## src/shared/usbsp_defs.vh

```
// Constants of the USB to serial port bridge: register map, fields, resets, timing.
// Assumes a 12 MHz clock and an Avalon-MM slave port with byte addresses.
`ifndef USBSP_DEFS_VH
`define USBSP_DEFS_VH

// ****************************************************************
// Register offsets (byte addresses).
// ****************************************************************
`define USBSP_REG_DATA 4'h0
`define USBSP_REG_STATUS 4'h4
`define USBSP_REG_CTRL 4'h8
`define USBSP_REG_DIV 4'hc

// ****************************************************************
// Status fields.
// ****************************************************************
`define USBSP_ST_RX_VALID 0
`define USBSP_ST_TX_FULL 1
`define USBSP_ST_TX_BUSY 2
`define USBSP_ST_OVERRUN 3
`define USBSP_ST_FRAME_ERR 4
`define USBSP_ST_PARITY_ERR 5
`define USBSP_ST_CTS 6
`define USBSP_ST_DSR 7
`define USBSP_ST_RI 8
`define USBSP_ST_DCD 9
`define USBSP_ST_SIR 10
`define USBSP_ST_AUX 11
`define USBSP_ST_SUSPEND 12

// ****************************************************************
// Control fields and reset value.
// ****************************************************************
`define USBSP_CT_RTS 0
`define USBSP_CT_DTR 1
`define USBSP_CT_NINE 2
`define USBSP_CT_PAR_EN 3
`define USBSP_CT_PAR_LO 4
`define USBSP_CT_PAR_HI 5
`define USBSP_CT_CONFIGURED 6
`define USBSP_CT_SUSPEND_REQ 7
`define USBSP_CTRL_RESET 8'h00

// ****************************************************************
// Parity modes.
// ****************************************************************
`define USBSP_PAR_ODD 2'h0
`define USBSP_PAR_EVEN 2'h1
`define USBSP_PAR_MARK 2'h2
`define USBSP_PAR_SPACE 2'h3

// ****************************************************************
// Timing.
// ****************************************************************
`define USBSP_CLK_HZ 12000000
`define USBSP_BAUD_RESET 9600
`define USBSP_OVS 3'h6
`define USBSP_MID 3'h2
`define USBSP_DIV_RESET (`USBSP_CLK_HZ / (6 * `USBSP_BAUD_RESET) - 1)

`endif

```

## src/hdl/usbsp_bridge.v

```verilog
// Top of the USB to serial port bridge: register slave, serial port, straps, modem lines.
// Assumes the USB function engine acts as an Avalon-MM master on the register port.
`include "usbsp_defs.vh"
`timescale 1ns/100ps
module usbsp_bridge #(
  parameter INVERTED_VARIANT = 0
) (
  // Clock and reset.
  input wire clk,
  input wire rst_b,
  // Register port.
  input wire [3:0] avs_address,
  input wire avs_read,
  input wire avs_write,
  input wire [31:0] avs_writedata,
  output reg [31:0] avs_readdata,
  output reg avs_waitrequest,
  // Serial data.
  output reg txd,
  input wire rxd,
  output reg rxd_pull_up,
  // Modem lines.
  output reg rts_out,
  output reg dtr_out,
  input wire cts_in,
  input wire dsr_in,
  input wire ri_in,
  input wire dcd_in,
  // Straps and auxiliary pins.
  input wire suspend_inhibit_n,
  input wire aux_line_mode_strap,
  input wire infrared_select_n,
  output reg config_done_n,
  output reg aux_clock_out,
  output reg usb_suspend
);

  localparam integer DIV_RESET_FULL = `USBSP_DIV_RESET;
  localparam [15:0] DIV_RESET = DIV_RESET_FULL[15:0];
  localparam INV = (INVERTED_VARIANT != 0);

  // ****************************************************************
  // Parity of a character in the selected mode.
  // ****************************************************************
  function par_bit;
    input [8:0] d;
    input nine;
    input [1:0] mode;
    reg x;
    begin
      x = ^d[7:0] ^ (nine & d[8]);
      case (mode)
        `USBSP_PAR_ODD: par_bit = ~x;
        `USBSP_PAR_EVEN: par_bit = x;
        `USBSP_PAR_MARK: par_bit = 1'b1;
        default: par_bit = 1'b0;
      endcase
    end
  endfunction

  // ****************************************************************
  // Registers and state.
  // ****************************************************************
  reg [7:0] ctrl;
  reg [15:0] div;
  reg [15:0] div_cnt;
  reg tick;
  reg straps_taken;
  reg sir_mode;
  reg aux_mode;
  reg [8:0] tx_hold;
  reg tx_full;
  reg tx_start;
  reg [8:0] rx_hold;
  reg rx_valid;
  reg overrun;
  reg frame_err;
  reg parity_err;
  reg [3:0] modem;
  reg [2:0] sir_cnt;
  reg rx_line;
  wire tx_busy;
  wire tx_ser;
  wire tx_pulse;
  wire rx_done;
  wire [9:0] rx_bits;
  wire rx_ferr;
  wire nine = ctrl[`USBSP_CT_NINE];
  wire par_en = ctrl[`USBSP_CT_PAR_EN];
  wire [1:0] par_mode = ctrl[`USBSP_CT_PAR_HI:`USBSP_CT_PAR_LO];
  wire [3:0] nbits = 4'h8 + {3'h0, nine} + {3'h0, par_en};
  wire [3:0] dbits = 4'h8 + {3'h0, nine};
  wire acc = avs_waitrequest ? 1'b0 : (avs_read | avs_write);
  wire wr = acc & avs_write;
  wire rd = acc & avs_read;
  wire wr_data = wr && avs_address == `USBSP_REG_DATA;
  wire rd_data = rd && avs_address == `USBSP_REG_DATA;
  wire wr_stat = wr && avs_address == `USBSP_REG_STATUS;
  wire rx_par = par_bit(rx_bits[8:0], nine, par_mode);
  reg [9:0] tx_frame;
  reg [31:0] next_readdata;
  reg [8:0] rx_char;
  integer i;

  // ****************************************************************
  // Bus slave with one wait state; a data write waits while the holding byte is full.
  // ****************************************************************
  always @(posedge clk) begin
    if (!rst_b) begin
      avs_waitrequest <= 1'b1;
      avs_readdata <= 32'h00000000;
    end else if (avs_waitrequest) begin
      if ((avs_read | avs_write) &&
          !(avs_write && avs_address == `USBSP_REG_DATA && tx_full)) begin
        avs_waitrequest <= 1'b0;
        avs_readdata <= next_readdata;
      end
    end else begin
      avs_waitrequest <= 1'b1;
    end
  end

  always @* begin
    next_readdata = 32'h00000000;
    case (avs_address)
      `USBSP_REG_DATA: next_readdata[8:0] = rx_hold;
      `USBSP_REG_STATUS: begin
        next_readdata[`USBSP_ST_RX_VALID] = rx_valid;
        next_readdata[`USBSP_ST_TX_FULL] = tx_full;
        next_readdata[`USBSP_ST_TX_BUSY] = tx_busy;
        next_readdata[`USBSP_ST_OVERRUN] = overrun;
        next_readdata[`USBSP_ST_FRAME_ERR] = frame_err;
        next_readdata[`USBSP_ST_PARITY_ERR] = parity_err;
        next_readdata[`USBSP_ST_DCD:`USBSP_ST_CTS] = modem;
        next_readdata[`USBSP_ST_SIR] = sir_mode;
        next_readdata[`USBSP_ST_AUX] = aux_mode;
        next_readdata[`USBSP_ST_SUSPEND] = usb_suspend;
      end
      `USBSP_REG_CTRL: next_readdata[7:0] = ctrl;
      `USBSP_REG_DIV: next_readdata[15:0] = div;
      default: next_readdata = 32'h00000000;
    endcase
  end

  // ****************************************************************
  // Control and divisor registers; straps caught once after reset.
  // ****************************************************************
  always @(posedge clk) begin
    if (!rst_b) begin
      ctrl <= `USBSP_CTRL_RESET;
      div <= DIV_RESET;
      straps_taken <= 1'b0;
      sir_mode <= 1'b0;
      aux_mode <= 1'b0;
    end else begin
      if (wr && avs_address == `USBSP_REG_CTRL) begin
        ctrl <= avs_writedata[7:0];
      end
      if (wr && avs_address == `USBSP_REG_DIV) begin
        div <= avs_writedata[15:0];
      end
      if (!straps_taken) begin
        straps_taken <= 1'b1;
        sir_mode <= INV ? ~infrared_select_n : 1'b0;
        aux_mode <= aux_line_mode_strap;
      end
    end
  end

  // ****************************************************************
  // Oversampling tick at six times the bit rate.
  // ****************************************************************
  always @(posedge clk) begin
    if (!rst_b) begin
      div_cnt <= 16'h0000;
      tick <= 1'b0;
    end else if (div_cnt >= div) begin
      div_cnt <= 16'h0000;
      tick <= 1'b1;
    end else begin
      div_cnt <= div_cnt + 16'h0001;
      tick <= 1'b0;
    end
  end

  // ****************************************************************
  // Transmit path: holding byte, frame assembly, line drive.
  // ****************************************************************
  always @* begin
    tx_frame = 10'h3ff;
    for (i = 0; i < 9; i = i + 1) begin
      if (i < dbits) begin
        tx_frame[i] = tx_hold[i];
      end
    end
    if (par_en) begin
      tx_frame[dbits] = par_bit(tx_hold, nine, par_mode);
    end
  end

  always @(posedge clk) begin
    if (!rst_b) begin
      tx_hold <= 9'h000;
      tx_full <= 1'b0;
      tx_start <= 1'b0;
    end else begin
      tx_start <= 1'b0;
      if (tx_full && !tx_busy && !tx_start) begin
        tx_full <= 1'b0;
        tx_start <= 1'b1;
      end else if (wr_data) begin
        tx_hold <= avs_writedata[8:0];
        tx_full <= 1'b1;
      end
    end
  end

  usbsp_tx usbsp_tx_inst (
    .clk(clk),
    .rst_b(rst_b),
    .tick(tick),
    .start(tx_start),
    .frame(tx_frame),
    .nbits(nbits),
    .busy(tx_busy),
    .ser(tx_ser),
    .pulse_win(tx_pulse)
  );

  always @(posedge clk) begin
    if (!rst_b) begin
      txd <= INV ? 1'b0 : 1'b1;
    end else if (sir_mode) begin
      txd <= ~tx_ser & tx_pulse;
    end else begin
      txd <= INV ? ~tx_ser : tx_ser;
    end
  end

  // ****************************************************************
  // Receive path: line conditioning, holding byte, error flags.
  // ****************************************************************
  always @(posedge clk) begin
    if (!rst_b) begin
      sir_cnt <= 3'h0;
      rx_line <= 1'b1;
    end else if (sir_mode) begin
      if (rxd) begin
        sir_cnt <= `USBSP_OVS;
      end else if (tick && sir_cnt != 3'h0) begin
        sir_cnt <= sir_cnt - 3'h1;
      end
      rx_line <= (sir_cnt == 3'h0) & ~rxd;
    end else begin
      rx_line <= rxd ^ aux_mode;
    end
  end

  always @* begin
    rx_char = rx_bits[8:0];
    if (!nine) begin
      rx_char[8] = 1'b0;
    end
  end

  usbsp_rx usbsp_rx_inst (
    .clk(clk),
    .rst_b(rst_b),
    .tick(tick),
    .line(rx_line),
    .nbits(nbits),
    .done(rx_done),
    .bits(rx_bits),
    .frame_err(rx_ferr)
  );

  always @(posedge clk) begin
    if (!rst_b) begin
      rx_hold <= 9'h000;
      rx_valid <= 1'b0;
      overrun <= 1'b0;
      frame_err <= 1'b0;
      parity_err <= 1'b0;
    end else begin
      if (rx_done) begin
        rx_hold <= rx_char;
        rx_valid <= 1'b1;
      end else if (rd_data) begin
        rx_valid <= 1'b0;
      end
      if (rx_done && rx_valid && !rd_data) begin
        overrun <= 1'b1;
      end else if (wr_stat && avs_writedata[`USBSP_ST_OVERRUN]) begin
        overrun <= 1'b0;
      end
      if (rx_done && rx_ferr) begin
        frame_err <= 1'b1;
      end else if (wr_stat && avs_writedata[`USBSP_ST_FRAME_ERR]) begin
        frame_err <= 1'b0;
      end
      if (rx_done && par_en && rx_bits[dbits] != rx_par) begin
        parity_err <= 1'b1;
      end else if (wr_stat && avs_writedata[`USBSP_ST_PARITY_ERR]) begin
        parity_err <= 1'b0;
      end
    end
  end

  // ****************************************************************
  // Modem lines, pull direction, suspend, clock and configured outputs.
  // ****************************************************************
  always @(posedge clk) begin
    if (!rst_b) begin
      modem <= 4'h0;
      rts_out <= INV ? 1'b0 : 1'b1;
      dtr_out <= INV ? 1'b0 : 1'b1;
      rxd_pull_up <= 1'b1;
      usb_suspend <= 1'b0;
      aux_clock_out <= 1'b0;
      config_done_n <= 1'b1;
    end else begin
      modem <= INV ? {dcd_in, ri_in, dsr_in, cts_in} : ~{dcd_in, ri_in, dsr_in, cts_in};
      rts_out <= INV ? ctrl[`USBSP_CT_RTS] : ~ctrl[`USBSP_CT_RTS];
      dtr_out <= INV ? ctrl[`USBSP_CT_DTR] : ~ctrl[`USBSP_CT_DTR];
      rxd_pull_up <= ~(aux_mode | sir_mode);
      usb_suspend <= ctrl[`USBSP_CT_SUSPEND_REQ] & suspend_inhibit_n;
      aux_clock_out <= INV ? 1'b0 : ~aux_clock_out;
      if (INV) begin
        config_done_n <= ~ctrl[`USBSP_CT_CONFIGURED];
      end else begin
        config_done_n <= aux_clock_out;
      end
    end
  end

endmodule // usbsp_bridge

```

## src/hdl/usbsp_tx.v

```verilog
// Serial transmitter: shifts start, data, optional parity and stop bits.
// Assumes a tick at six times the bit rate and a frame padded with ones.
`timescale 1ns/100ps
module usbsp_tx (
  // Clock and reset.
  input wire clk,
  input wire rst_b,
  // Control.
  input wire tick,
  input wire start,
  input wire [9:0] frame,
  input wire [3:0] nbits,
  // Status and line.
  output reg busy,
  output reg ser,
  output reg pulse_win
);

  reg [11:0] sh;
  reg [3:0] left;
  reg [2:0] sub;

  always @(posedge clk) begin
    if (!rst_b) begin
      busy <= 1'b0;
      ser <= 1'b1;
      pulse_win <= 1'b0;
      sh <= 12'hfff;
      left <= 4'h0;
      sub <= 3'h0;
    end else if (!busy) begin
      ser <= 1'b1;
      pulse_win <= 1'b0;
      if (start) begin
        busy <= 1'b1;
        sh <= {1'b1, frame, 1'b0};
        left <= nbits + 4'h2;
        sub <= 3'h0;
      end
    end else if (tick) begin
      ser <= sh[0];
      pulse_win <= (sub == 3'h0);
      if (sub == `USBSP_OVS - 3'h1) begin
        sub <= 3'h0;
        sh <= {1'b1, sh[11:1]};
        left <= left - 4'h1;
        if (left == 4'h1) begin
          busy <= 1'b0;
        end
      end else begin
        sub <= sub + 3'h1;
      end
    end
  end

endmodule // usbsp_tx

```

## src/hdl/usbsp_rx.v

```verilog
// Serial receiver: finds the start bit, samples each bit at its middle.
// Assumes a tick at six times the bit rate and a line idling high.
`timescale 1ns/100ps
module usbsp_rx (
  // Clock and reset.
  input wire clk,
  input wire rst_b,
  // Control.
  input wire tick,
  input wire line,
  input wire [3:0] nbits,
  // Result.
  output reg done,
  output reg [9:0] bits,
  output reg frame_err
);

  reg active;
  reg [3:0] idx;
  reg [2:0] sub;

  always @(posedge clk) begin
    if (!rst_b) begin
      active <= 1'b0;
      idx <= 4'h0;
      sub <= 3'h0;
      done <= 1'b0;
      bits <= 10'h000;
      frame_err <= 1'b0;
    end else begin
      done <= 1'b0;
      if (tick) begin
        if (!active) begin
          if (!line) begin
            active <= 1'b1;
            idx <= 4'h0;
            sub <= 3'h1;
          end
        end else if (sub == `USBSP_MID) begin
          sub <= sub + 3'h1;
          if (idx == 4'h0 && line) begin
            active <= 1'b0;
          end else if (idx == nbits + 4'h1) begin
            active <= 1'b0;
            done <= 1'b1;
            frame_err <= ~line;
          end else if (idx != 4'h0) begin
            bits[idx - 4'h1] <= line;
          end
        end else if (sub == `USBSP_OVS - 3'h1) begin
          sub <= 3'h0;
          idx <= idx + 4'h1;
        end else begin
          sub <= sub + 3'h1;
        end
      end
    end
  end

endmodule // usbsp_rx

```

## config.mk

```make
export PLATFORM = sky130hd
export DESIGN_NAME = usbsp_bridge
export DESIGN_NICKNAME = d
export VERILOG_FILES = /design/src/hdl/usbsp_bridge.v /design/src/hdl/usbsp_tx.v /design/src/hdl/usbsp_rx.v
export VERILOG_INCLUDE_DIRS = /design/src /design/src/shared
export SDC_FILE = /design/constraint.sdc
export NUM_CORES = 1
export LEC_CHECK = 0
export BUFFER_PORTS_ARGS = -buffer_cell sky130_fd_sc_hd__clkbuf_2
export CAP_MARGIN = 10
export CORE_ASPECT_RATIO = 1.1
export CORE_MARGIN = 3
export CORE_UTILIZATION = 60
export CTS_CLUSTER_DIAMETER = 150
export DETAILED_ROUTE_END_ITERATION = 6
export GPL_ROUTABILITY_DRIVEN = 0
export GPL_TIMING_DRIVEN = 0
export PLACE_DENSITY = 0.93
export REMOVE_ABC_BUFFERS = 1
export SLEW_MARGIN = 20
export SYNTH_ARGS = -nofsm -noshare
export SYNTH_HDL_FRONTEND = slang
export SYNTH_SLANG_ARGS = --single-unit
```

## constraint.sdc

```tcl
create_clock -name clk -period 5.4 [get_ports clk]
set_input_delay 0.54 -clock clk [delete_from_list [all_inputs] [get_ports clk]]
set_output_delay 0.54 -clock clk [all_outputs]
set_load 0.01 [all_outputs]
```

### After elaboration in Yosys (flattened, before gate mapping)

Index checks and enable logic that the tools add are counted.
Widths: inputs -> output; s select.

| word-level totals | value |
|---|---|
| register bits | 137 |
| bits of input ports | 48 |
| output and inout bits | 40 |
| logic and storage cells | 219 |

| cells by class | value |
|---|---|
| add/subtract/negate cells | 10 |
| order comparisons | 14 |
| eq/ne operators | 16 |
| multiplexer cells | 70 |
| bitwise gates (word level) | 24 |
| reduce and logical (&&, ||, !) cells | 49 |

Operators by type and width:

| operator | number |
|---|---|
| $mux 12 | 4 |
| $mux 1 | 38 |
| $mux 4 | 8 |
| $pmux 8 s4 | 1 |
| $mux 3 | 9 |
| $logic_and 1x1->1 | 21 |
| $bwmux 10 | 2 |
| $add 16x1->16 const B | 1 |
| $ge 16x16->1 | 1 |
| $lt 3x4->1 const A | 4 |
| $reduce_xor 8->1 | 2 |
| $not 1->1 | 14 |
| $reduce_and 2->1 | 6 |
| $lt 4x5->1 const B | 2 |
| $mux 10 | 1 |
| $reduce_bool 2->1 | 5 |
| $pmux 1 s3 | 3 |
| $add 4x1->4 const B | 2 |
| $demux 1 s4 | 2 |
| $eq 4x4->1 const B | 2 |
| $ge 4x1->1 const B | 2 |
| $logic_not 4->1 | 2 |
| $lt 1x4->1 const A | 2 |
| $lt 2x4->1 const A | 2 |
| 31 further kinds | 47 |

### Longest topological paths before layout

Gate-level depths: netlist of the first run.

| depth | value |
|---|---|
| word-level depth | 9 |
| mapped depth | 9 |
| mapped depth without buffers | 8 |

### Cells and area by module

A second synthesis of the first run with hierarchy kept.

| unflattened totals | value |
|---|---|
| cells, all modules | 744 |
| area, all modules | 6,872.8 um^2 |

By module, submodules not included:

| module | times used | cells each | area an instance (um^2) | sequential area each (um^2) |
|---|---|---|---|---|
| usbsp_bridge | 1 | 486 | 4,611.9 | 1,921.8 |
| usbsp_tx | 1 | 127 | 1,143.6 | 420.4 |
| usbsp_rx | 1 | 131 | 1,117.3 | 400.4 |

### Least setup slack after synthesis of the first run

No wires, ideal clock.

| timing | value |
|---|---|
| kind | register to register |
| start point | register ctrl[2] |
| end point | register usbsp_rx_inst.bits[0] |
| library setup time | 0.116 ns |
| arrival | 1.831 ns |
| required time | 5.284 ns |
| path slack | 3.453 ns |
| stages on the path, launching flop included | 10 |
| buffers on the path | 1 |
| clock period less this slack | 1.947 ns |
| path through | dfxtp_1 -> buf_2 -> inv_1 -> ha_1 -> xnor2_1 -> nor4b_4 -> nor3_4 -> nand3_1 -> mux2i_1 -> nor2b_1 |

| on the way | value |
|---|---|
| longest elaborated chain between the ends | 6 |

Ends and longest elaborated chain:

| element | line | text |
|---|---|---|
| from (decl) | usbsp_bridge.v:64 | `reg [7:0] ctrl;` |
| from (signal assigned) | usbsp_bridge.v:150 | `` ctrl <= `USBSP_CTRL_RESET; `` |
| from (signal assigned) | usbsp_bridge.v:157 | `ctrl <= avs_writedata[7:0];` |
| $add 4x1->4 (2 in a row) | usbsp_bridge.v:91 | `wire [3:0] nbits = 4'h8 + {3'h0, nine} + {3'h0, par_en};` |
| $add 4x1->4 | usbsp_rx.v:43 | `end else if (idx == nbits + 4'h1) begin` |
| $eq 4x4->1 | usbsp_rx.v:43 |  |
| $not 1->1 (no source line) | n/a |  |
| $reduce_and 6->1 (no source line) | n/a |  |
| to (signal, indexed assignment) | usbsp_rx.v:48 | `bits[idx - 4'h1] <= line;` |
| to (decl) | usbsp_rx.v:14 | `output reg [9:0] bits,` |

Every way passes these cells.
A chain may end at the register's enable or synchronous reset.

### Final worst setup path of the first run

| timing | value |
|---|---|
| start point | register ctrl[2] |
| end point | register usbsp_rx_inst.bits[7] |

The elaborated chain is that of the path after synthesis.

==> results.yml, run 1 <==
cts:
  cts_tree: "yes"
  post_cts_hold_buffer_count: 0
  cts.sink_count: 136
  cts-resized-gates: 0
  clk_root_buffer_cell: "sky130_fd_sc_hd__clkbuf_16"
  cts-buffers-inserted: 17
  h-tree-depth: 4
  cts_setup_buffers: 0
  insertion_delay_ps: 420
  clkTransAtPathRegs_ps: 60
  maximum_root_to_sink_buffer_count: 2
yosys:
  combinational_family_with_the_most_area_after_synthesis: "simple AND/OR/NAND/NOR gates"
  synth_area_per_cell_um2: 9.182
  fraction_of_the_mapped_netlist_area_in_simple_logic_gates: 0.2101
  synthDominantAreaCellType: "sky130_fd_sc_hd__dfxtp_1"
  yosysWarningCount: 0
  netlist_area_before_placement_um2: 6611
  synth.yosys.seq_area_share: 0.4118
  number_of_storage_elements_in_the_synthesis_netlist: 136
  synth_mux_area_frac: 0.1030
  synth-compound-area-share: 0.1031
  synth-edff-count: 0
  yosys.area_share.adder: 0.05110
  synthCells: 720
  yosys.cell_types.count: 58
  synth-async-reset-ratio: 0
  synth.top_cells.by_area: "sky130_fd_sc_hd__dfxtp_1 (41%), sky130_fd_sc_hd__mux2i_1 (7.6%), sky130_fd_sc_hd__nand2_1 (5.5%)"
  post_synthesis_share_of_cell_area_spent_on_xor_and_xnor_gates: 0.05583
  yosysTopAreaCellShare: 0.4118
  synth_flop_cell: "sky130_fd_sc_hd__dfxtp_1"
layout:
  fin_nets: 831
  diodes: 0
  layout-drive-gt1-share: 0.1333
  areaGrowthSynthToFinish_pct: 11.75
setup_path:
  worst-path-max-fanout: 11
  cp_slowest_cell: "sky130_fd_sc_hd__dfxtp_1"
  crit_arrival_ps: 2800
  r2r_start: "ctrl[2]"
  startpoint: "ctrl[2]"
  crit_required_ps: 5700
  timing_worst_setup_path_type: "reg2reg"
  timing.critical_path.slowest_cell_delay_ps: 590
  critPathLaunchType: "register"
  worstPathCellList: "inv_1 > ha_1 > xnor2_1 > nor4b_4 > nor3_4 > nand3_1 > mux2i_1 > nor2b_1"
  worstSetupEndpointType: "register"
sta:
  finish_stage_setup_viols: 0
  layout_setup_ws_ps: 2903
  tightestPinTransition_ps: 1018
  post-route-period-util: 0.4625
  achievable_frequency_mhz: 400.4
  fin_tns_setup_ps: 0
  timing.final.hold_violations: 0
  grt_setup_unrepaired: "no"
  max_slew_margin: 0.3191
  skew_ps: 5.881
  hold_ws_ps: 279.6
  drv_slew: 0
  period_needed_ps: 2497
route:
  detail_route.wirelength_um: 15410
  post_drt_wl_per_cell_um: 16.97
  dr.first_iter.drc_count: 447
  postRouteAntennaNets: 0
  avgViaCountPerCell: 5.740
  drc: 0
  via_count: 5212
  tritonroute_pass_1_iters: 4
grt:
  first_global_vias: 5213
  grt_start_max_net_pins: 70
  grt.overflow.total: 0
  number_of_antenna_violations_at_the_first_check_in_global_routing: 0
  grt_first_pass_wirelength_um: 24960
  track_usage: 0.2555
min_path:
  min-delay-path-class: "in2reg"
  timing.hold.worst.start: "dcd_in"
placed_design:
  port-buffer-count: 54
  hpwl_um: 10460
  worst_case_setup_slack_after_placement_ps: 2771
run:
  cap_violations: 0
floorplanning:
  floorplan.initialDensity: 0.6244
  placeableCoreArea_um2: 10590
  fp.dieW_um: 106.1
  core.rowCount: 39
  io_pins: 88
  die_area_um2: 12320
  die_h_um: 116.1
outcome:
  outcome: "finished, final reports clean"
power_and_ir_drop:
  power.leakage_uw: 0.002921
  power_density_nw_per_um2: 299.9
  power.ir.vdd_worst_mv: 0.2023
-- registers in the layout (all words and copies together) (netlist names), 3 cells and up --
name                cells
usbsp_tx_inst.sh       11
usbsp_rx_inst.idx       4
usbsp_tx_inst.left      4
usbsp_rx_inst.sub       3
usbsp_rx_inst.bits     10
usbsp_tx_inst.sub       3
div                    16
rx_hold                 9
div_cnt                16
ctrl                    8
tx_hold                 9
modem                   4
avs_readdata           16
-- cell families (layout without fill, tap and decap cells) --
group	Yosys count	in the layout
fa+ha+maj	27	27
simple gates	277	277
other cells	1	16
mux	58	58
compound gates	97	97
flops	136	136
buf+inv	85	115
xor+xnor	39	39
-- metal layers --
metal  vias to the layer above  share of wire  track usage  routed length, um
met5                         -              0            0                  0
met4                         0          0.036       0.1192                556
met3                        48          0.060      0.06855                919
met2                       197           0.49       0.4435               7619
met1                      2489           0.41       0.2975               6315
li1                       2478              -            -                  -
-- where the power goes --
| part | total [uW] | internal, uW | switching [uW] | leakage (uW) |
|---|---|---|---|---|
| clock network | 1090 | 695 | 400 | 0.000277 |
| registers | 1020 | 1010 | 10.5 | 0.00110 |
| logic | 97.1 | 37.1 | 60.0 | 0.00154 |
| total | 2220 | 1750 | 470 | 0.00292 |
-- worst paths after layout --
kind                                              end  slack (ps)  cells past startpoint
worst max-delay path            usbsp_rx_inst.bits[7]        2900                      8
worst min-delay path                         modem[3]         280                      2
worst max register to register  usbsp_rx_inst.bits[7]        2900                      8
worst min register to register          aux_clock_out         420                      1
-- cells in the mapped netlist, types with 6 or more instances --
cell type and count:
sky130_fd_sc_hd__dfxtp_1 136, sky130_fd_sc_hd__nand2_1 97, sky130_fd_sc_hd__nor2b_1 53, sky130_fd_sc_hd__mux2i_1 50, sky130_fd_sc_hd__nand3_1 44, sky130_fd_sc_hd__nor2_1 38
sky130_fd_sc_hd__inv_1 32, sky130_fd_sc_hd__a21boi_0 30, sky130_fd_sc_hd__ha_1 27, sky130_fd_sc_hd__xnor2_1 23, sky130_fd_sc_hd__clkbuf_1 20, sky130_fd_sc_hd__o21ai_0 20
sky130_fd_sc_hd__buf_4 16, sky130_fd_sc_hd__xor2_1 14, sky130_fd_sc_hd__buf_2 12, sky130_fd_sc_hd__a21oi_1 10, sky130_fd_sc_hd__nor3_1 9, sky130_fd_sc_hd__and3_1 8
sky130_fd_sc_hd__mux4_2 8, sky130_fd_sc_hd__a21o_1 7, sky130_fd_sc_hd__o211ai_1 6
-- worst max-delay path, delay by kind of cell, from the launching register on --
| family | cells | cell delay (ps) |
|---|---|---|
| buffers and inverters | 1 | 150 |
| xor gates and xnor gates | 1 | 280 |
| muxes | 1 | 220 |
| adders and majority gates | 1 | 370 |
| and+or+nand+nor | 4 | 770 |
| DFF | 1 | 590 |
-- metrics by stage --
stage               cell area (um2)  utilization  power, uW  cells
finish                         7388       0.6977       2216    908
detailed placement             6833       0.6453       1139    880
floorplan                      6361            -       1090    682
CTS                            7388       0.6977       2216    908
global route                   7388       0.6977       2269    908
global placement               6810       0.6432       1134    879
-- layout by cell type (no fill, tap or decap), types with 5 or more instances in the layout --
cell type	instances
sky130_fd_sc_hd__conb_1	16
sky130_fd_sc_hd__clkbuf_2	53
sky130_fd_sc_hd__clkbuf_16	17
sky130_fd_sc_hd__a21oi_1	10
sky130_fd_sc_hd__nand2_1	97
sky130_fd_sc_hd__nor3_1	9
sky130_fd_sc_hd__mux2i_1	50
sky130_fd_sc_hd__nand3_1	44
sky130_fd_sc_hd__ha_1	27
sky130_fd_sc_hd__o21ai_0	20
sky130_fd_sc_hd__nor2b_1	53
sky130_fd_sc_hd__dfxtp_1	136
sky130_fd_sc_hd__xor2_1	14
sky130_fd_sc_hd__clkbuf_8	6
sky130_fd_sc_hd__mux4_2	8
sky130_fd_sc_hd__and3_1	8
sky130_fd_sc_hd__o211ai_1	6
sky130_fd_sc_hd__nor2_1	38
sky130_fd_sc_hd__nand4_1	5
sky130_fd_sc_hd__a21boi_0	30
sky130_fd_sc_hd__a21o_1	7
sky130_fd_sc_hd__xnor2_1	23
sky130_fd_sc_hd__inv_1	32
-- cell type report --
type | count | area (um2)
fill | 718 | 3201
multi-input combinational | 514 | 3518
timing repair buffer | 55 | 292.8
tap | 143 | 178.9
inverter | 32 | 120.1
clock inverter | 3 | 40.04
sequential | 136 | 2723
clock buffer | 25 | 515.5
Note: power is estimated with default switching activity, not from simulation.
==> run 2, diff against run 1 <==
- CORE_UTILIZATION: 60 -> 58
- PLACE_DENSITY: 0.93 -> 0.9
- clock period: 5.4 -> 2.6 ns (I/O delays scaled with it)
==> run 2 against run 1 <==
Net effect:
- design area up 1.5%
- non-clock buffer count up 1
- worst hold slack worse by 270 ps
- via count up 3.5%
- first-iteration DRC count up 6.7%
- die area up 3.3%
- final cell count up 0.99%
- count of clock-buffer cells in the layout down 6
- routed wire length up 3.8%
- critical path depth unchanged
- power up 120%
- highest routed layer unchanged
==> results.yml, run 2 (synthesis gave the netlist of run 1 again) <==
outcome:
  outcome: "finished, final reports clean"
sta:
  grt_setup_unrepaired: "no"
  tightestPinTransition_ps: 1014
  max_slew_margin: 0.3216
  fin_tns_setup_ps: 0
  drv_slew: 0
  layout_setup_ws_ps: 219.7
  timing.final.hold_violations: 0
  finish_stage_setup_viols: 0
  skew_ps: 7.559
  period_needed_ps: 2380
  post-route-period-util: 0.9155
  achievable_frequency_mhz: 420.1
power_and_ir_drop:
  power.ir.vdd_worst_mv: 0.4525
  clock_power_share: 0.530
  report.power.total_uw: 4959
  total_switching_power_uw: 1057
  logic_gate_share_of_total_power: 0.041
  power.switching_fraction: 0.2131
  p_int_uw: 3902
  power.leakage_uw: 0.002960
  power_density_nw_per_um2: 661.0
  seq_power_share: 0.429
setup_path:
  crit_required_ps: 2910
  worst-path-max-fanout: 11
  startpoint: "ctrl[2]"
  critPathLaunchType: "register"
  r2r_start: "ctrl[2]"
  ff2ff_setup_slack_ps: 220
  worstPathCellList: "inv_1 > ha_1 > xnor2_1 > nor4b_4 > nor3_4 > nand3_1 > mux2i_1 > nor2b_1"
  timing_worst_setup_path_type: "reg2reg"
  crit_arrival_ps: 2690
  cp_slowest_cell: "sky130_fd_sc_hd__dfxtp_1"
  worstSetupEndpointType: "register"
  timing.critical_path.slowest_cell_delay_ps: 580
route:
  detail_route.wirelength_um: 16000
  drc: 0
  dr.first_iter.drc_count: 477
  tritonroute_pass_1_iters: 5
  post_drt_wl_per_cell_um: 17.44
  postRouteAntennaNets: 0
  avgViaCountPerCell: 5.884
  via_count: 5396
grt:
  track_usage: 0.2607
  grt_first_pass_wirelength_um: 26420
  first_global_vias: 5469
  grt_start_max_net_pins: 87
  number_of_antenna_violations_at_the_first_check_in_global_routing: 0
  grt.overflow.total: 0
floorplanning:
  die_h_um: 118.0
  floorplan.initialDensity: 0.6005
  placeableCoreArea_um2: 11010
  io_pins: 88
  die_area_um2: 12720
  fp.dieW_um: 107.8
  core.rowCount: 40
placed_design:
  hpwl_um: 10240
  worst_case_setup_slack_after_placement_ps: 156.9
  port-buffer-count: 54
layout:
  layout.cells.most_common_list: "sky130_fd_sc_hd__dfxtp_1 (136), sky130_fd_sc_hd__nand2_1 (96), sky130_fd_sc_hd__nor2b_1 (53), sky130_fd_sc_hd__clkbuf_2 (53), sky130_fd_sc_hd__mux2i_1 (50)"
  fin_nets: 832
  layout_top_registers: "avs_readdata x16, div x16, div_cnt x16"
  leading_cell_type_in_the_layout_fill_and_taps_excluded: "sky130_fd_sc_hd__dfxtp_1"
  layout.filler_cells: 789
  areaGrowthSynthToFinish_pct: 13.47
  finish.utilization: 0.6814
  diodes: 0
  final-seq-area_um2: 2723
  footprint_of_the_multi_input_gates_um2: 3521
  layout-drive-gt1-share: 0.1403
cts:
  maximum_root_to_sink_buffer_count: 2
  cts-buffers-inserted: 17
  clkTransAtPathRegs_ps: 60
  h-tree-depth: 4
  cts_setup_buffers: 0
  clk_root_buffer_cell: "sky130_fd_sc_hd__clkbuf_16"
  cts_tree: "yes"
  cts.sink_count: 136
  insertion_delay_ps: 420
run:
  cap_violations: 0
min_path:
  min-delay-path-class: "in2reg"
  timing.hold.worst.start: "dcd_in"
## run 2: cell types whose count changed in the layout (fill, tap and decap cells not counted), sizes merged
| cell | before | now |
|---|---|---|
| clkinvlp | 0 | 3 |
| bufinv | 1 | 5 |
| clkinv | 2 | 5 |
| clkbuf | 79 | 73 |
| dlygate4sd3 | 0 | 1 |
## run 2: what timing repair did
item / in CTS / in global routing
hold endpoints to repair: 1 / 0
resized for setup: 0 / 1
endpoints found under the setup margin: 0 / 12
hold buffers: 1 / 0
## run 2: area by class of cell
type | count | share of cell area
multi-input cells | 514 | 0.4693
flip-flops and latches | 136 | 0.3629
clock buffers | 19 | 0.05904
repair buffers | 56 | 0.04136
clock inverters | 13 | 0.02685
well taps | 147 | 0.02452
inverters | 32 | 0.01601
## run 2: worst paths after layout
path,end,cells after the start
worst max-delay path,usbsp_rx_inst.bits[9],8
worst min-delay path,modem[3],2
worst max register to register,usbsp_rx_inst.bits[9],8
worst min register to register,txd,1
## run 2: power by group through the flow
| stage | combinational, uW | clock, uW | sequential (uW) |
|---|---|---|---|
| CTS | 200 | 2640 | 2130 |
| finish | 203 | 2630 | 2130 |
| global route | 221 | 2730 | 2130 |
| detailed placement | 194 | 0 | 2170 |
| floorplan | 97.5 | 0 | 2170 |
| global placement | 186 | 0 | 2170 |
## run 2: routing by layer
layer | track usage | part of all wire | vias up
met4 | 0.1571 | 0.049 | 0
met5 | 0 | 0 | -
met2 | 0.4304 | 0.50 | 266
met1 | 0.3042 | 0.39 | 2577
met3 | 0.05924 | 0.065 | 78
li1 | - | - | 2475
## run 2: stage by stage
stage	instances	hold slack (ps)	instance area, um2
after CTS	917	11.86	7500
final	917	13.87	7502
after global placement	883	403.9	6815
after detailed placement	884	415.3	6845
after global routing	917	26.24	7502
after floorplan	682	287.7	6361
## run 2: critical path: cells and delay by family (launching register included)
kind          cells  cell delay, ps
simple gates      4             710
flops             1             580
fa+ha+maj         1             370
mux               1             230
buf+inv           1             120
xor+xnor          1             250
==> run 3, diff against run 2 <==
- ABC_AREA: unset -> 1
==> run 3 against run 2 <==
Net effect:
- combinational power is essentially flat
- worst hold slack lost 5.7 ps
- design area shrank 2.1%
- non-clock buffer count is the same
- critical path depth grew 1
- synthesized cell count grew 22%
- setup slack gained 48 ps
- sequential power is essentially flat
- register-to-register slack gained 50 ps
- largest cell class unchanged
==> results.yml, run 3 <==
yosys:
  netlist_area_before_placement_um2: 6461
  synth_area_per_cell_um2: 7.384
  synth-async-reset-ratio: 0
  top_count_cell_post_synth: "sky130_fd_sc_hd__nand2_1"
  most_instantiated_cells_after_synthesis: "sky130_fd_sc_hd__nand2_1 (189), sky130_fd_sc_hd__dfxtp_1 (136), sky130_fd_sc_hd__a21oi_1 (95), sky130_fd_sc_hd__inv_1 (92), sky130_fd_sc_hd__o21ai_0 (67)"
  synth_flop_cell: "sky130_fd_sc_hd__dfxtp_1"
  yosysTopAreaCellShare: 0.4214
  number_of_storage_elements_in_the_synthesis_netlist: 136
  synth-edff-count: 0
  synthDominantAreaCellType: "sky130_fd_sc_hd__dfxtp_1"
  synth.yosys.seq_area_share: 0.4214
  yosysWarningCount: 0
  yosys.cell_types.count: 43
  synth.top_cells.by_area: "sky130_fd_sc_hd__dfxtp_1 (42%), sky130_fd_sc_hd__nand2_1 (11%), sky130_fd_sc_hd__a21oi_1 (7.4%)"
  synthCells: 875
layout:
  layout.cells.most_common_list: "sky130_fd_sc_hd__nand2_1 (189), sky130_fd_sc_hd__dfxtp_1 (136), sky130_fd_sc_hd__a21oi_1 (95)"
  fin_nets: 991
  finish.instance_area_um2: 7347
  diodes: 0
  finish.utilization: 0.6907
  leading_cell_type_in_the_layout_fill_and_taps_excluded: "sky130_fd_sc_hd__nand2_1"
  areaGrowthSynthToFinish_pct: 13.71
  layout_top_registers: "avs_readdata x16, div x16, div_cnt x16"
  layout-drive-gt1-share: 0.1216
setup_path:
  crit_buf_inv: 2
  r2r_start: "div[13]"
  worstPathCellList: "inv_1 > ha_1 > nand2_1 > inv_1 > o21ai_0 > nand2_1 > a21oi_1 > nand4_1 > a21oi_1"
  worst-path-max-fanout: 16
  crit_required_ps: 2930
  crit_arrival_ps: 2660
  timing_worst_setup_path_type: "reg2reg"
  timing.critical_path.slowest_cell_delay_ps: 560
  r2r_cells: 9
  critPathLaunchType: "register"
  worstSetupEndpointType: "register"
  startpoint: "div[13]"
  ff2ff_setup_slack_ps: 270
  worstSetupPathDepth: 9
  crit_family: "compound AO/OA/AOI/OAI gates"
  cp_slowest_cell: "sky130_fd_sc_hd__nand4_1"
grt:
  number_of_antenna_violations_at_the_first_check_in_global_routing: 0
  grt_start_max_net_pins: 60
  grt.overflow.total: 0
  first_global_vias: 5862
  grt_first_pass_wirelength_um: 26810
  track_usage: 0.2675
cts:
  cts.sink_count: 136
  h-tree-depth: 4
  cts_tree: "yes"
  cts-buffers-inserted: 17
  clk_root_buffer_cell: "sky130_fd_sc_hd__clkbuf_16"
  clkTransAtPathRegs_ps: 60
  maximum_root_to_sink_buffer_count: 2
  insertion_delay_ps: 420
floorplanning:
  io_pins: 88
  placeableCoreArea_um2: 10640
  floorplan.initialDensity: 0.6074
  core.rowCount: 39
  fp.dieW_um: 106.6
  die_h_um: 116.7
  die_area_um2: 12440
route:
  tritonroute_pass_1_iters: 5
  postRouteAntennaNets: 0
  drc: 0
  detail_route.wirelength_um: 16070
  dr.first_iter.drc_count: 501
  post_drt_wl_per_cell_um: 14.99
  via_count: 6027
  avgViaCountPerCell: 5.622
sta:
  post-route-period-util: 0.8969
  max_slew_margin: 0.3068
  finish_stage_setup_viols: 0
  tightestPinTransition_ps: 1040
  drv_slew: 0
  fin_tns_setup_ps: 0
  period_needed_ps: 2332
  grt_setup_unrepaired: "no"
  achievable_frequency_mhz: 428.8
  timing.final.hold_violations: 0
  hold_ws_ps: 8.176
  skew_ps: 11.79
placed_design:
  postPlaceCellArea_um2: 6724
  hpwl_um: 10690
  port-buffer-count: 54
min_path:
  timing.hold.worst.start: "ri_in"
  min-delay-path-class: "in2reg"
  holdPathStages: 2
outcome:
  outcome: "finished, final reports clean"
run:
  cap_violations: 0
power_and_ir_drop:
  power.ir.vdd_worst_mv: 0.4086
  power.leakage_uw: 0.003095
  report.power.total_uw: 4805
  power_density_nw_per_um2: 653.9
-- run 3: cell types whose count changed in the layout (fill, tap and decap cells not counted), moves of 10 or more --
cell,previous run,this run
sky130_fd_sc_hd__a21boi_0,30,0
sky130_fd_sc_hd__a21oi_1,10,95
sky130_fd_sc_hd__inv_1,32,92
sky130_fd_sc_hd__mux2i_1,50,0
sky130_fd_sc_hd__nand2_1,96,189
sky130_fd_sc_hd__nand3_1,44,54
sky130_fd_sc_hd__nor2_1,38,58
sky130_fd_sc_hd__nor2b_1,53,0
sky130_fd_sc_hd__o21ai_0,20,67
sky130_fd_sc_hd__xnor2_1,23,7
-- run 3: where the power goes --
| group | switching [uW] | leakage [uW] | total (uW) | internal (uW) |
|---|---|---|---|---|
| Combinational | 142 | 0.00170 | 202 | 60.1 |
| Sequential | 21.0 | 0.00110 | 2130 | 2110 |
| Clock | 928 | 0.000295 | 2470 | 1540 |
| Total | 1090 | 0.00310 | 4800 | 3710 |
-- run 3: worst paths after layout --
path / end
max: div_cnt[9]
min: modem[2]
max reg2reg: div_cnt[9]
min reg2reg: dtr_out
-- run 3: cell type report --
class / instances / area (um2)
fillers: 813 / 3291
multi-input cells: 608 / 3169
flip-flops and latches: 136 / 2723
clock buffers: 19 / 442.9
inverters: 97 / 365.4
repair buffers: 56 / 300.3
well taps: 143 / 178.9
clock inverters: 13 / 167.7
-- run 3: per-stage QoR --
step / setup WS, ps / instances
2_1_floorplan: 786.2 / 841
3_3_place_gp: -1209 / 1038
3_5_place_dp: -114.8 / 1039
4_1_cts: 228.8 / 1072
5_1_grt: 25.48 / 1072
6_report: 268.0 / 1072
-- run 3: logic make-up (layout without fill, tap and decap cells) --
kind of cell	Yosys count	after routing	share of synthesized area
flip-flops	136	136	0.4214
buffers and inverters	146	185	0.09721
XOR/XNOR	13	13	0.01762
AND/OR/NAND/NOR	349	349	0.2376
adder cells (fa/ha/maj)	27	27	0.05228
other	1	16	0.0005804
AO/OA/AOI/OAI	203	203	0.1733
-- run 3: layer usage --
metal / vias to the layer above / wire, um / track usage
li1: 2962 / - / -
met1: 2764 / 6671 / 0.3244
met2: 260 / 7963 / 0.4555
met3: 41 / 998 / 0.04699
met4: 0 / 439 / 0.1432
met5: - / 0 / 0
-- run 3: what timing repair did --
item | CTS | global route
hold buffers | 1 | 0
hold endpoints to repair | 1 | 0
buffers inserted | 0 | 0
endpoints found under the setup margin | 0 | 1
resized for setup | 0 | 1
-- run 3: worst register-to-register path, stage by stage, from the launching register on --
cell and delay, ps:
sky130_fd_sc_hd__dfxtp_1 310, sky130_fd_sc_hd__inv_1 80, sky130_fd_sc_hd__ha_1 330, sky130_fd_sc_hd__nand2_1 60, sky130_fd_sc_hd__inv_1 30, sky130_fd_sc_hd__o21ai_0 200, sky130_fd_sc_hd__nand2_1 90, sky130_fd_sc_hd__a21oi_1 200
sky130_fd_sc_hd__nand4_1 560, sky130_fd_sc_hd__a21oi_1 380
